<file path="src/verilog/pmaster_pkg.sv">
// Constants and types shared by the parallel bus master sequencer
package pmaster_pkg;

  // Control low register fields
  localparam int CSF_HI  = 7;
  localparam int CSF_LO  = 6;
  // Mode high register fields
  localparam int INCREMENT_MODE_FIELD_HI = 4;
  localparam int INCREMENT_MODE_FIELD_LO = 3;
  localparam int WIDE_BIT = 2;
  localparam int MODE_HI = 1;
  localparam int MODE_LO = 0;
  // Mode low register fields
  localparam int SETUP_WAIT_FIELD_HI = 7;
  localparam int SETUP_WAIT_FIELD_LO = 6;
  localparam int STROBE_WAIT_FIELD_HI = 5;
  localparam int STROBE_WAIT_FIELD_LO = 2;
  localparam int HOLD_WAIT_FIELD_HI = 1;
  localparam int HOLD_WAIT_FIELD_LO = 0;
  // Address high byte chip select bits
  localparam int CS_ONE_POS = 6;
  localparam int CS_TWO_POS = 7;

  // Master mode codes
  localparam logic [1:0] MODE_SEP_STROBES = 2'h2;
  localparam logic [1:0] MODE_DIR_ENABLE  = 2'h3;
  // Address multiplex codes
  localparam logic [1:0] MUX_NONE    = 2'h0;
  localparam logic [1:0] MUX_PARTIAL = 2'h1;
  localparam logic [1:0] MUX_FULL    = 2'h2;
  // Increment mode codes
  localparam logic [1:0] INC_NONE = 2'h0;
  localparam logic [1:0] INC_UP   = 2'h1;
  localparam logic [1:0] INC_DOWN = 2'h2;
  // Chip select function codes
  localparam logic [1:0] CSF_NONE = 2'h0;
  localparam logic [1:0] CSF_TWO  = 2'h1;
  localparam logic [1:0] CSF_BOTH = 2'h2;

  // Reset values
  localparam logic [15:0] ADDR_RST = 16'h0000;
  localparam logic [7:0]  DATA_RST = 8'h00;

  typedef enum logic [7:0] {
    ST_IDLE  = 8'h01,
    ST_ALL   = 8'h02,
    ST_ALH   = 8'h04,
    ST_SETUP = 8'h08,
    ST_STRB  = 8'h10,
    ST_HOLD  = 8'h20,
    ST_NEXT  = 8'h40,
    ST_DONE  = 8'h80
  } seq_state_e;

endpackage : pmaster_pkg

</file>
<file path="src/verilog/pmaster_if.sv">
// Counter control between the sequencer and its address counter
interface pmaster_if;
  logic [15:0] addr;
  logic [1:0]  increment_mode_field;
  logic [1:0]  csf;
  logic        load;
  logic [15:0] load_val;
  logic        step;
  modport seq (output increment_mode_field, output csf, output load, output load_val, output step,
               input addr);
  modport cnt (input increment_mode_field, input csf, input load, input load_val, input step,
               output addr);
endinterface : pmaster_if

</file>
<file path="src/verilog/pmaster_addr_counter.sv">
// Address register with chip-select-aware auto increment and decrement
module pmaster_addr_counter
  import pmaster_pkg::*;
(
  input  wire logic clk_sys_i,
  input  wire logic rst_n_i,
  pmaster_if.cnt    ctl
);

  logic [15:0] addr;
  logic [15:0] next_addr;
  logic [15:0] stepped;
  logic [15:0] keep_mask;

  assign ctl.addr = addr;

  always_comb begin
    keep_mask = 16'h0000;
    // Chip select bits are frozen; only the remaining bits count
    if (ctl.csf == CSF_TWO || ctl.csf == CSF_BOTH) begin
      keep_mask[CS_TWO_POS + 8] = 1'b1;
    end
    if (ctl.csf == CSF_BOTH) begin
      keep_mask[CS_ONE_POS + 8] = 1'b1;
    end
    case (ctl.increment_mode_field)
      INC_UP:   stepped = 16'(addr + 16'h0001);
      INC_DOWN: stepped = 16'(addr - 16'h0001);
      default:  stepped = addr;
    endcase
    next_addr = addr;
    if (ctl.load) begin
      next_addr = ctl.load_val;
    end else if (ctl.step) begin
      next_addr = (stepped & ~keep_mask) | (addr & keep_mask);
    end
  end

  always_ff @(posedge clk_sys_i or negedge rst_n_i) begin
    if (!rst_n_i) begin
      addr <= ADDR_RST;
    end else begin
      addr <= next_addr;
    end
  end

endmodule // pmaster_addr_counter

</file>
<file path="src/verilog/pmaster_sequencer.sv">
// Master mode sequencer of an 8-bit parallel port
// Notes on behaviour
// - Two chip selects share pins with high address bits 6 and 7.
// - Chip select bits skip auto count; address bits take part.
// - Chip select function comes from control low bits 7:6.
// - Mode high bits 4:3 pick fixed, incrementing or decrementing address.
// - Address changes once per operation, after completion.
// - Mode low bits 7:6 give setup waits before the strobe.
// - Mode low bits 5:2 stretch the active strobe.
// - Strobe wait of zero cancels setup and hold waits.
// - Mode low bits 1:0 give hold waits after the strobe.
// - Reading low input data starts a bus read into that register.
// - Wide mode read: two bus reads, low then high byte.
// - Low data read returns previous result; software does dummy read.
// - Writing low input data starts a bus write of that byte.
// - Wide mode write: two bus writes, low then high byte.
// - Busy is set for all cycles of an operation but the last.
// - Requests while busy are ignored.
// - With interrupt enabled, pulse request after each completed cycle.
// - Mode 11 uses direction plus enable; mode 10 separate strobes.
// - Wide transfers send low byte first; byte enable marks high byte.
// - Partial mux adds a low-address cycle; full mux adds two.
module pmaster_sequencer
  import pmaster_pkg::*;
(
  input  wire logic       clk_sys_i,
  input  wire logic       rst_n_i,
  input  wire logic       enable_i,
  input  wire logic [7:0] control_low_reg_i,
  input  wire logic [7:0] mode_high_reg_i,
  input  wire logic [7:0] mode_low_reg_i,
  input  wire logic [1:0] addr_mux_i,
  input  wire logic       irq_enable_i,
  input  wire logic       addr_load_i,
  input  wire logic [15:0] addr_load_val_i,
  input  wire logic       data_rd_i,
  input  wire logic       data_wr_i,
  input  wire logic [7:0] data_wr_low_i,
  input  wire logic [7:0] data_wr_high_i,
  input  wire logic [7:0] port_data_bus_i,
  output logic [7:0]      port_data_bus_o,
  output logic            port_data_bus_oe_o,
  output logic [15:0]     address_o,
  output logic            chip_select_one_o,
  output logic            chip_select_two_o,
  output logic            read_strobe_o,
  output logic            write_strobe_o,
  output logic            enable_strobe_o,
  output logic            byte_enable_strobe_o,
  output logic            addr_latch_low_o,
  output logic            addr_latch_high_o,
  output logic [7:0]      input_data_low_reg_o,
  output logic [7:0]      input_data_high_reg_o,
  output logic            busy_o,
  output logic            irq_o
);

  pmaster_if ctl ();

  pmaster_addr_counter i_pmaster_addr_counter (
    .clk_sys_i (clk_sys_i),
    .rst_n_i   (rst_n_i),
    .ctl       (ctl.cnt)
  );

  seq_state_e  state;
  seq_state_e  next_state;
  logic [3:0]  cnt;
  logic [3:0]  next_cnt;
  logic        is_read;
  logic        next_is_read;
  logic        hi_byte;
  logic        next_hi_byte;
  logic        wide;
  logic        next_wide;
  logic [1:0]  mode;
  logic [1:0]  next_mode;
  logic [1:0]  mux;
  logic [1:0]  next_mux;
  logic [1:0]  setup_wait_field;
  logic [1:0]  next_setup_wait_field;
  logic [3:0]  strobe_wait_field;
  logic [3:0]  next_strobe_wait_field;
  logic [1:0]  hold_wait_field;
  logic [1:0]  next_hold_wait_field;
  logic [7:0]  wr_hi;
  logic [7:0]  next_wr_hi;
  logic [7:0]  wr_lo;
  logic [7:0]  next_wr_lo;
  logic [7:0]  din_lo;
  logic [7:0]  next_din_lo;
  logic [7:0]  din_hi;
  logic [7:0]  next_din_hi;
  logic        busy;
  logic        next_busy;
  logic        irq;
  logic        next_irq;
  logic        start;
  logic        master;
  logic [1:0]  csf;
  logic        last_cyc;

  // Output pin registers
  logic [7:0]  pd_o;
  logic [7:0]  next_pd_o;
  logic        pd_oe;
  logic        next_pd_oe;
  logic [15:0] addr_o;
  logic [15:0] next_addr_o;
  logic        cs1;
  logic        next_cs1;
  logic        cs2;
  logic        next_cs2;
  logic        rd_s;
  logic        next_rd_s;
  logic        wr_s;
  logic        next_wr_s;
  logic        en_s;
  logic        next_en_s;
  logic        be_s;
  logic        next_be_s;
  logic        all_s;
  logic        next_all_s;
  logic        alh_s;
  logic        next_alh_s;

  assign master = enable_i && mode_high_reg_i[MODE_HI];
  assign csf    = control_low_reg_i[CSF_HI:CSF_LO];
  // Busy masks new requests; outside the idle and done states they are dropped too
  assign start  = master && !busy && (state == ST_IDLE || state == ST_DONE)
                  && (data_rd_i || data_wr_i);

  assign ctl.increment_mode_field     = mode_high_reg_i[INCREMENT_MODE_FIELD_HI:INCREMENT_MODE_FIELD_LO];
  assign ctl.csf      = csf;
  // Loads only between transfers; a load in a start cycle moves the address after the first transfer cycle
  assign ctl.load     = addr_load_i && !busy && (state == ST_IDLE || state == ST_DONE);
  assign ctl.load_val = addr_load_val_i;
  // Step as the final byte completes, ready for a start in the done cycle
  assign ctl.step     = (state == ST_NEXT) && !(wide && !hi_byte) && master;

  // Phase after address latching: setup, or straight to strobe
  function automatic seq_state_e after_addr(input logic [1:0] wb, input logic [3:0] wm);
    if (wm != 4'h0 && wb != 2'h0) begin
      after_addr = ST_SETUP;
    end else begin
      after_addr = ST_STRB;
    end
  endfunction

  always_comb begin
    next_state   = state;
    next_cnt     = cnt;
    next_is_read = is_read;
    next_hi_byte = hi_byte;
    next_wide    = wide;
    next_mode    = mode;
    next_mux     = mux;
    next_setup_wait_field   = setup_wait_field;
    next_strobe_wait_field   = strobe_wait_field;
    next_hold_wait_field   = hold_wait_field;
    next_wr_lo   = wr_lo;
    next_wr_hi   = wr_hi;
    next_din_lo  = din_lo;
    next_din_hi  = din_hi;
    next_irq     = 1'b0;
    case (state)
      ST_IDLE, ST_DONE: begin
        next_state = ST_IDLE;
        if (start) begin
          next_is_read = data_rd_i;
          next_hi_byte = 1'b0;
          next_wide    = mode_high_reg_i[WIDE_BIT];
          next_mode    = mode_high_reg_i[MODE_HI:MODE_LO];
          next_mux     = addr_mux_i;
          next_setup_wait_field   = mode_low_reg_i[SETUP_WAIT_FIELD_HI:SETUP_WAIT_FIELD_LO];
          next_strobe_wait_field   = mode_low_reg_i[STROBE_WAIT_FIELD_HI:STROBE_WAIT_FIELD_LO];
          next_hold_wait_field   = mode_low_reg_i[HOLD_WAIT_FIELD_HI:HOLD_WAIT_FIELD_LO];
          next_wr_lo   = data_wr_low_i;
          next_wr_hi   = data_wr_high_i;
          next_cnt     = 4'h0;
          if (addr_mux_i == MUX_PARTIAL || addr_mux_i == MUX_FULL) begin
            next_state = ST_ALL;
          end else begin
            next_state = after_addr(mode_low_reg_i[SETUP_WAIT_FIELD_HI:SETUP_WAIT_FIELD_LO],
                                    mode_low_reg_i[STROBE_WAIT_FIELD_HI:STROBE_WAIT_FIELD_LO]);
          end
        end
      end
      ST_ALL: begin
        next_state = (mux == MUX_FULL) ? ST_ALH : after_addr(setup_wait_field, strobe_wait_field);
      end
      ST_ALH: begin
        next_state = after_addr(setup_wait_field, strobe_wait_field);
      end
      ST_SETUP: begin
        next_cnt = 4'(cnt + 4'h1);
        if (cnt == {2'h0, setup_wait_field} - 4'h1) begin
          next_cnt   = 4'h0;
          next_state = ST_STRB;
        end
      end
      ST_STRB: begin
        // One base strobe cycle plus strobe_wait_field stretch cycles
        next_cnt = 4'(cnt + 4'h1);
        if (cnt == strobe_wait_field) begin
          next_cnt = 4'h0;
          if (is_read) begin
            if (hi_byte) begin
              next_din_hi = port_data_bus_i;
            end else begin
              next_din_lo = port_data_bus_i;
            end
          end
          if (strobe_wait_field != 4'h0 && hold_wait_field != 2'h0) begin
            next_state = ST_HOLD;
          end else begin
            next_state = ST_NEXT;
          end
        end
      end
      ST_HOLD: begin
        next_cnt = 4'(cnt + 4'h1);
        if (cnt == {2'h0, hold_wait_field} - 4'h1) begin
          next_cnt   = 4'h0;
          next_state = ST_NEXT;
        end
      end
      ST_NEXT: begin
        if (wide && !hi_byte) begin
          next_hi_byte = 1'b1;
          next_state   = after_addr(setup_wait_field, strobe_wait_field);
        end else begin
          next_state = ST_DONE;
        end
      end
      default: next_state = ST_IDLE;
    endcase
    // Completion pulse shows in the cycle after the last strobe or hold cycle
    next_irq = irq_enable_i && (next_state == ST_NEXT);
    // Last bus cycle of the whole op: final strobe or hold cycle of last byte
    last_cyc = (!next_wide || next_hi_byte)
               && ((next_state == ST_STRB && next_cnt == next_strobe_wait_field
                    && (next_strobe_wait_field == 4'h0 || next_hold_wait_field == 2'h0))
                   || (next_state == ST_HOLD
                       && next_cnt == {2'h0, next_hold_wait_field} - 4'h1));
    // Single-cycle ops never show busy; the idle/done state check still drops their triggers
    next_busy = (next_state != ST_IDLE) && (next_state != ST_DONE) && !last_cyc
                && (next_state != ST_NEXT || (next_wide && !next_hi_byte));
  end

  // Pin drive: address and selects held steady for the whole transfer unless an address load lands in its start cycle
  always_comb begin
    logic in_cyc;
    logic strb;
    in_cyc = (next_state != ST_IDLE) && (next_state != ST_DONE);
    strb   = (next_state == ST_STRB);
    next_addr_o = ctl.addr;
    next_cs1 = 1'b0;
    next_cs2 = 1'b0;
    if (csf == CSF_BOTH) begin
      next_addr_o[CS_ONE_POS + 8] = 1'b0;
      next_cs1 = in_cyc && ctl.addr[CS_ONE_POS + 8];
    end
    if (csf == CSF_TWO || csf == CSF_BOTH) begin
      next_addr_o[CS_TWO_POS + 8] = 1'b0;
      next_cs2 = in_cyc && ctl.addr[CS_TWO_POS + 8];
    end
    next_all_s = (next_state == ST_ALL);
    next_alh_s = (next_state == ST_ALH);
    next_pd_o  = next_hi_byte ? next_wr_hi : next_wr_lo;
    next_pd_oe = in_cyc && !next_is_read;
    if (next_state == ST_ALL) begin
      next_pd_o  = next_addr_o[7:0];
      next_pd_oe = 1'b1;
    end else if (next_state == ST_ALH) begin
      next_pd_o  = next_addr_o[15:8];
      next_pd_oe = 1'b1;
    end
    next_be_s = in_cyc && next_hi_byte;
    next_rd_s = 1'b0;
    next_wr_s = 1'b0;
    next_en_s = 1'b0;
    if (next_mode == MODE_DIR_ENABLE) begin
      // Direction line on the read pin stays high for the whole read
      next_rd_s = in_cyc && next_is_read;
      next_en_s = strb;
    end else begin
      next_rd_s = strb && next_is_read;
      next_wr_s = strb && !next_is_read;
    end
  end

  always_ff @(posedge clk_sys_i or negedge rst_n_i) begin
    if (!rst_n_i) begin
      state   <= ST_IDLE;
      cnt     <= 4'h0;
      is_read <= 1'b0;
      hi_byte <= 1'b0;
      wide    <= 1'b0;
      mode    <= MODE_SEP_STROBES;
      mux     <= MUX_NONE;
      setup_wait_field   <= 2'h0;
      strobe_wait_field   <= 4'h0;
      hold_wait_field   <= 2'h0;
      wr_lo   <= DATA_RST;
      wr_hi   <= DATA_RST;
      din_lo  <= DATA_RST;
      din_hi  <= DATA_RST;
      busy    <= 1'b0;
      irq     <= 1'b0;
      pd_o    <= DATA_RST;
      pd_oe   <= 1'b0;
      addr_o  <= ADDR_RST;
      cs1     <= 1'b0;
      cs2     <= 1'b0;
      rd_s    <= 1'b0;
      wr_s    <= 1'b0;
      en_s    <= 1'b0;
      be_s    <= 1'b0;
      all_s   <= 1'b0;
      alh_s   <= 1'b0;
    end else begin
      state   <= next_state;
      cnt     <= next_cnt;
      is_read <= next_is_read;
      hi_byte <= next_hi_byte;
      wide    <= next_wide;
      mode    <= next_mode;
      mux     <= next_mux;
      setup_wait_field   <= next_setup_wait_field;
      strobe_wait_field   <= next_strobe_wait_field;
      hold_wait_field   <= next_hold_wait_field;
      wr_lo   <= next_wr_lo;
      wr_hi   <= next_wr_hi;
      din_lo  <= next_din_lo;
      din_hi  <= next_din_hi;
      busy    <= next_busy;
      irq     <= next_irq;
      pd_o    <= next_pd_o;
      pd_oe   <= next_pd_oe;
      addr_o  <= next_addr_o;
      cs1     <= next_cs1;
      cs2     <= next_cs2;
      rd_s    <= next_rd_s;
      wr_s    <= next_wr_s;
      en_s    <= next_en_s;
      be_s    <= next_be_s;
      all_s   <= next_all_s;
      alh_s   <= next_alh_s;
    end
  end

  assign port_data_bus_o       = pd_o;
  assign port_data_bus_oe_o    = pd_oe;
  assign address_o             = addr_o;
  assign chip_select_one_o     = cs1;
  assign chip_select_two_o     = cs2;
  assign read_strobe_o         = rd_s;
  assign write_strobe_o        = wr_s;
  assign enable_strobe_o       = en_s;
  assign byte_enable_strobe_o  = be_s;
  assign addr_latch_low_o      = all_s;
  assign addr_latch_high_o     = alh_s;
  assign input_data_low_reg_o  = din_lo;
  assign input_data_high_reg_o = din_hi;
  assign busy_o                = busy;
  assign irq_o                 = irq;

endmodule // pmaster_sequencer

</file>
<file path="config.mk">
export PLATFORM = sky130hd
export DESIGN_NAME = pmaster_sequencer
export DESIGN_NICKNAME = d
export VERILOG_FILES = /design/src/verilog/pmaster_pkg.sv /design/src/verilog/pmaster_if.sv /design/src/verilog/pmaster_addr_counter.sv /design/src/verilog/pmaster_sequencer.sv
export SDC_FILE = /design/constraint.sdc
export NUM_CORES = 1
export LEC_CHECK = 0
export BUFFER_PORTS_ARGS = -buffer_cell sky130_fd_sc_hd__buf_2
export CAP_MARGIN = 20
export CELL_PAD_IN_SITES_DETAIL_PLACEMENT = 1
export CELL_PAD_IN_SITES_GLOBAL_PLACEMENT = 1
export CORE_ASPECT_RATIO = 0.5
export CORE_MARGIN = 4
export CORE_UTILIZATION = 30
export DETAILED_ROUTE_END_ITERATION = 8
export GPL_TIMING_DRIVEN = 0
export PLACE_DENSITY_LB_ADDON = 0.1
export RECOVER_POWER = 100
export SYNTH_ARGS = -nofsm -noshare
export SYNTH_HDL_FRONTEND = slang
export SYNTH_SLANG_ARGS = --single-unit
export TNS_END_PERCENT = 20
</file>
<file path="constraint.sdc">
create_clock -name clk_sys_i -period 3.8 [get_ports clk_sys_i]
set_clock_uncertainty 0.2 [all_clocks]
set_input_delay 0.19 -clock clk_sys_i [delete_from_list [all_inputs] [get_ports clk_sys_i]]
set_output_delay 0.19 -clock clk_sys_i [all_outputs]
set_load 0.01 [all_outputs]
</file>
## After elaboration in Yosys (flattened, before gate mapping)

Cells that the tools add are included.

| storage, ports and cells | value |
|---|---|
| register bits after elaboration | 110 |
| input port bits | 73 |
| output and inout port bits | 51 |

| operators by class | value |
|---|---|
| $add $sub $neg | 6 |
| equal/unequal tests | 29 |
| mux-type cells | 50 |
| bitwise gates (word level) | 5 |
| reductions and logical operators | 55 |

Operators with widths:

| operator | count |
|---|---|
| $mux 8 | 12 |
| $pmux 8 s7 | 1 |
| $and 16x16->16 | 2 |
| $mux 16 | 2 |
| $pmux 16 s2 | 1 |
| $logic_and 1x1->1 | 28 |
| $mux 4 | 6 |
| $eq 4x4->1 | 5 |
| $mux 5 | 4 |
| $mux 1 | 17 |
| $add 16x1->16 const B | 1 |
| $eq 8x2->1 const B | 2 |
| $eq 8x3->1 const B | 2 |
| $eq 8x5->1 const B | 2 |
| $eq 8x6->1 const B | 2 |
| $eq 8x7->1 const B | 2 |
| $not 16->16 | 1 |
| $or 16x16->16 | 1 |
| $pmux 4 s4 | 1 |
| $sub 16x1->16 const B | 1 |
| $eq 2x2->1 const B | 5 |
| $sub 2x1->3 const B | 3 |
| $eq 8x1->1 const B | 1 |
| $eq 8x4->1 const B | 1 |
| 19 further kinds | 42 |

## Depth between registers and ports, before layout

| logic depth | value |
|---|---|
| depth in word-level cells | 14 |
| mapped depth | 13 |

## By module

A second synthesis with hierarchy kept.

| second synthesis, totals | value |
|---|---|
| cells, all modules | 654 |
| area total of the unflattened synthesis | 6193.4 µm² |

Modules (own cells, without submodules):

| module | instances | cells each | area an instance (µm²) | seq. area each (µm²) |
|---|---|---|---|---|
| pmaster_sequencer | 1 | 396 | 4297.9 | 2354.8 |
| pmaster_addr_counter | 1 | 258 | 1895.6 | 400.4 |

## Least setup slack after synthesis

Ideal clock, no wire load.

| path | value |
|---|---|
| path kind | in2reg |
| start | input port mode_high_reg_i[3] |
| end | register (tool-made name) |
| library setup time | 0.090 ns |
| data arrival time | 2.754 ns |
| data required time | 3.510 ns |
| setup slack | 0.756 ns |
| stages on the path | 11 |
| cells stage by stage | inv_1 > ha_1 > ha_1 > a21o_1 > a21o_1 > nor3_1 > a211oi_1 > or3_1 > and3_1 > or4_1 > o221ai_1 |

RTL lines:

| element | line | RTL |
|---|---|---|
| from (decl) | pmaster_sequencer.sv:30 | `input wire logic [7:0] mode_high_reg_i,` |

## Final worst setup path

| path | value |
|---|---|
| start | register state[4] |
| end | register pd_o[5], in the netlist port_data_bus_o[5] |

| between the ends | value |
|---|---|
| word-level cells in the longest chain between the ends | 9 |

RTL lines:

| element | line | RTL |
|---|---|---|
| from (decl) | pmaster_sequencer.sv:66 | `seq_state_e state;` |
| from (signal assigned) | pmaster_sequencer.sv:323 | `state <= next_state;` |
| $eq 8x1->1 / $eq 8x8->1 (equally long branches) | pmaster_sequencer.sv:130, pmaster_sequencer.sv:166 |  |
| $logic_or 1x1->1 | pmaster_sequencer.sv:130 | `assign start = master && !busy && (state == ST_IDLE \|\| state == ST_DONE)` |
| $logic_and 1x1->1 | pmaster_sequencer.sv:130 |  |
| $logic_and 1x1->1 | pmaster_sequencer.sv:131 | `&& (data_rd_i \|\| data_wr_i);` |
| $mux 5, or another cell as far along | pmaster_sequencer.sv:169 | `if (start) begin` |
| $pmux 8 s7, or another cell as far along | pmaster_sequencer.sv:166 | `case (state)` |
| $eq 8x3->1 / $mux 8 (equally long branches) | pmaster_sequencer.sv:275, pmaster_sequencer.sv:270 |  |
| $mux 8 | pmaster_sequencer.sv:275 | `end else if (next_state == ST_ALH) begin` |
| $mux 8 (*) | pmaster_sequencer.sv:272 | `if (next_state == ST_ALL) begin` |
| net next_pd_o[5] | pmaster_sequencer.sv:105 | `logic [7:0] next_pd_o;` |
| to (signal assigned) | pmaster_sequencer.sv:339 | `pd_o <= next_pd_o;` |
| to (decl) | pmaster_sequencer.sv:104 | `logic [7:0] pd_o;` |

The timed path passes the listed nets; every way through them passes the cells marked *.
A chain may end at the register's enable or synchronous reset.

==> impl_metrics.env <==
export IMPL_status="finished, final reports clean"
export IMPL_r2r_slack_ns=0.41
export IMPL_syn_mean_instance_area_um2=9.81
export IMPL_drt_total_wl_um=17200
export IMPL_hpwl_um=12800
export IMPL_reg2regPathDepth=9
export IMPL_ys_ff_latch=110
export IMPL_finalHoldViolations=0
export IMPL_die_area_um2=21600
export IMPL_place_ws_ns=0.151
export IMPL_worstPathArrival_ns=3.40
export IMPL_clock_sinks=110
export IMPL_clockBufferDepth=2
export IMPL_worstPathRequired_ns=3.82
export IMPL_ys_dominant_reg_cell="dfrtp_1"
export IMPL_core_um2=18600
export IMPL_hp_start="control_low_reg_i[6]"
export IMPL_first_pass_iters=7
export IMPL_layout_nets=863
export IMPL_grt_max_degree=93
export IMPL_worstSetupPathType="flip-flop to flip-flop"
export IMPL_overflow=0
export IMPL_start_kind="flip-flop"
export IMPL_antennaDiodeCount=0
export IMPL_ant_nets=0
export IMPL_post_drt_via_cell_ratio=4.70
export IMPL_worst_pin_slew_ns=1.30
export IMPL_setup_tns_ns=0
export IMPL_syn2layout_area_growth_pct=29.2
export IMPL_period_needed_ns=3.39
export IMPL_fin_ws_ns=0.411
export IMPL_routabilityCongestion=0.798
export IMPL_synthArstFlopShare=1.00
export IMPL_hp_class="input pin to flip-flop"
export IMPL_syn_inst=585
export IMPL_netlist_area_um2=5740
export IMPL_rows=35
export IMPL_fmax_ghz=0.295
export IMPL_root_buffer="clkbuf_16"
export IMPL_start_util=0.309
export IMPL_clk_pin_slew_ns=0.08
export IMPL_portBuffers=114
export IMPL_regArea_um2=2760
export IMPL_drive_above_1_share=0.150
export IMPL_r2r_end="port_data_bus_o[5]$_DFF_PN0_"
export IMPL_hold_depth=4
export IMPL_syn_num_nets=682
export IMPL_drcViolationCount=0
export IMPL_grt_pass1_wl_um=28200
export IMPL_first_global_vias=5183
export IMPL_finalCritPeriodShare=0.892
export IMPL_vias=4836
export IMPL_slew_violations=0
export IMPL_antenna_found_initial=0
export IMPL_die_y_um=106
export IMPL_htreeDepth=3
export IMPL_setup_viol=0
export IMPL_critPathLaunch="state[4]$_DFF_PN0_"
export IMPL_clk_latency_ns=0.36
export IMPL_p_per_area_nw_per_um2=648
export IMPL_max_cap_violations=0
export IMPL_whs_endpoint="chip_select_two_o$_DFF_PN0_"
export IMPL_peakVddDrop_mv=0.235
export IMPL_slew_headroom=0.135
export IMPL_critPathCaptureType="flip-flop"
export IMPL_power_leakage_uw=0.00344
export IMPL_multi_input_area_um2=2770
export IMPL_yosysUniqueCellTypes=65
export IMPL_grtUsageTotal=0.165
export IMPL_rsz0062_at_grt="no"
export IMPL_io_pins=124
export IMPL_critPathMaxFanout=10
export IMPL_r2r_start="state[4]$_DFF_PN0_"
export IMPL_drt_iter0_markers=191
export IMPL_synth_edf_count=0
export IMPL_drt_wirelength_per_cell_um=16.7
export IMPL_fill_cells=2177
export IMPL_cts_buffers_inserted=9
export IMPL_yosysWarnings=0
export IMPL_whs_ns=0.0536
export IMPL_yosysSeqAreaShare=0.480
export IMPL_cts_tree="built"
export IMPL_die_w_um=204
==> flip-flops by register name, summed over array words and instances (netlist names), 8 cells and up, named ones only <==
signal / count
address_o: 16
i_pmaster_addr_counter.ctl.addr: 14
input_data_high_reg_o: 8
input_data_low_reg_o: 8
port_data_bus_o: 8
state: 8
wr_hi: 8
wr_lo: 8
==> timing repair <==
item / CTS / global route
hold buffers: 56 / 0
hold endpoints to repair: 176 / 0
resized for setup: 0 / 1
setup buffers: 0 / 0
endpoints found under the setup margin: 0 / 1
==> kinds of logic (layout without fill, tap and decap cells) <==
| group | count (synthesis) | count (layout) | share of synthesized area |
|---|---|---|---|
| adders and majority gates | 24 | 24 | 0.0536 |
| buffers and inverters | 50 | 236 | 0.0373 |
| muxes | 27 | 27 | 0.0510 |
| AOI/OAI and AO/OA | 115 | 115 | 0.139 |
| and+or+nand+nor | 232 | 232 | 0.199 |
| DFF | 110 | 110 | 0.480 |
| xor gates and xnor gates | 27 | 27 | 0.0412 |
==> how the worst max path moves through the flow <==
stage | end | slack (ns)
final | port_data_bus_o[5]$_DFF_PN0_ | 0.41
after global routing | port_data_bus_o[5]$_DFF_PN0_ | 0.08
after global placement | busy_o$_DFF_PN0_ | 0.17
after floorplan | flip-flop | 0.76
after detailed placement | flip-flop | 0.15
after CTS | busy_o$_DFF_PN0_ | 0.14
==> layout by cell type (no fill, tap or decap), drive strengths merged, types with 16 or more instances in the layout <==
cell type    count
ha              23
inv             31
buf             67
dfrtp          108
o21ai           18
nor2            51
clkbuf          79
nand3           16
nor3            20
a21oi           38
dlygate4sd3     56
nand2           83
mux2            18
==> cell usage after synthesis, types with 4 or more instances <==
library cell,count,area [um^2]
nor4_1,7,43.8
o21ai_0,16,80.1
o211ai_1,10,75.1
mux2i_1,9,90.1
nor3_1,20,100
nor2_1,51,191
a21o_1,4,30.0
or3_1,9,56.3
mux2_2,18,203
clkbuf_1,11,41.3
a21oi_1,38,190
o22ai_1,4,25.0
ha_1,23,288
a31oi_1,9,56.3
nand3_1,16,80.1
inv_1,29,109
dfrtp_1,108,2700
xor2_1,14,123
xnor2_1,13,114
a22oi_1,7,52.6
buf_2,5,25.0
nor2b_1,8,50.1
nand2_1,83,312
and3_1,10,62.6
==> area by class of cell <==
cell class | count | share of cell area
timing repair buffer | 171 | 0.145
tap | 259 | 0.0437
clock inverter | 5 | 0.00556
clock buffer | 11 | 0.0341
multi-input combinational | 425 | 0.373
sequential | 110 | 0.371
buffer | 20 | 0.0132
inverter | 29 | 0.0147
==> routing by layer <==
layer,global-route usage,share of wire
met5,0,0
met3,0.0304,0.027
met2,0.289,0.49
met4,0.0289,0.0061
met1,0.217,0.48
==> critical path, cell delays in order (launching register included) <==
cell and delay (ns):
dfrtp_1 0.45, nor4_4 0.42, nand3_1 0.26, or3_1 0.36, clkbuf_1 0.18, o21ai_0 0.44
clkbuf_1 0.49, nand3_1 0.15, o211ai_1 0.18, a31oi_1 0.12
==> stage by stage <==
| stage | std cells | utilization | power, uW | cell area, um^2 |
|---|---|---|---|---|
| floorplan | 585 | - | 3210 | 5740 |
| global placement | 958 | 0.357 | 3860 | 6640 |
| detailed placement | 959 | 0.358 | 3890 | 6670 |
| CTS | 1031 | 0.404 | 4940 | 7520 |
| global route | 1030 | 0.399 | 5240 | 7420 |
| finish | 1030 | 0.399 | 4810 | 7420 |
==> where the power goes <==
group | internal [uW] | total, uW | leakage [uW] | switching (uW)
registers | 1570 | 1850 | 0.00136 | 281
logic | 828 | 2000 | 0.00194 | 1180
clock network | 489 | 959 | 0.000144 | 470
total | 2880 | 4810 | 0.00344 | 1930
No activity file was read; power rests on OpenSTA's default activity.
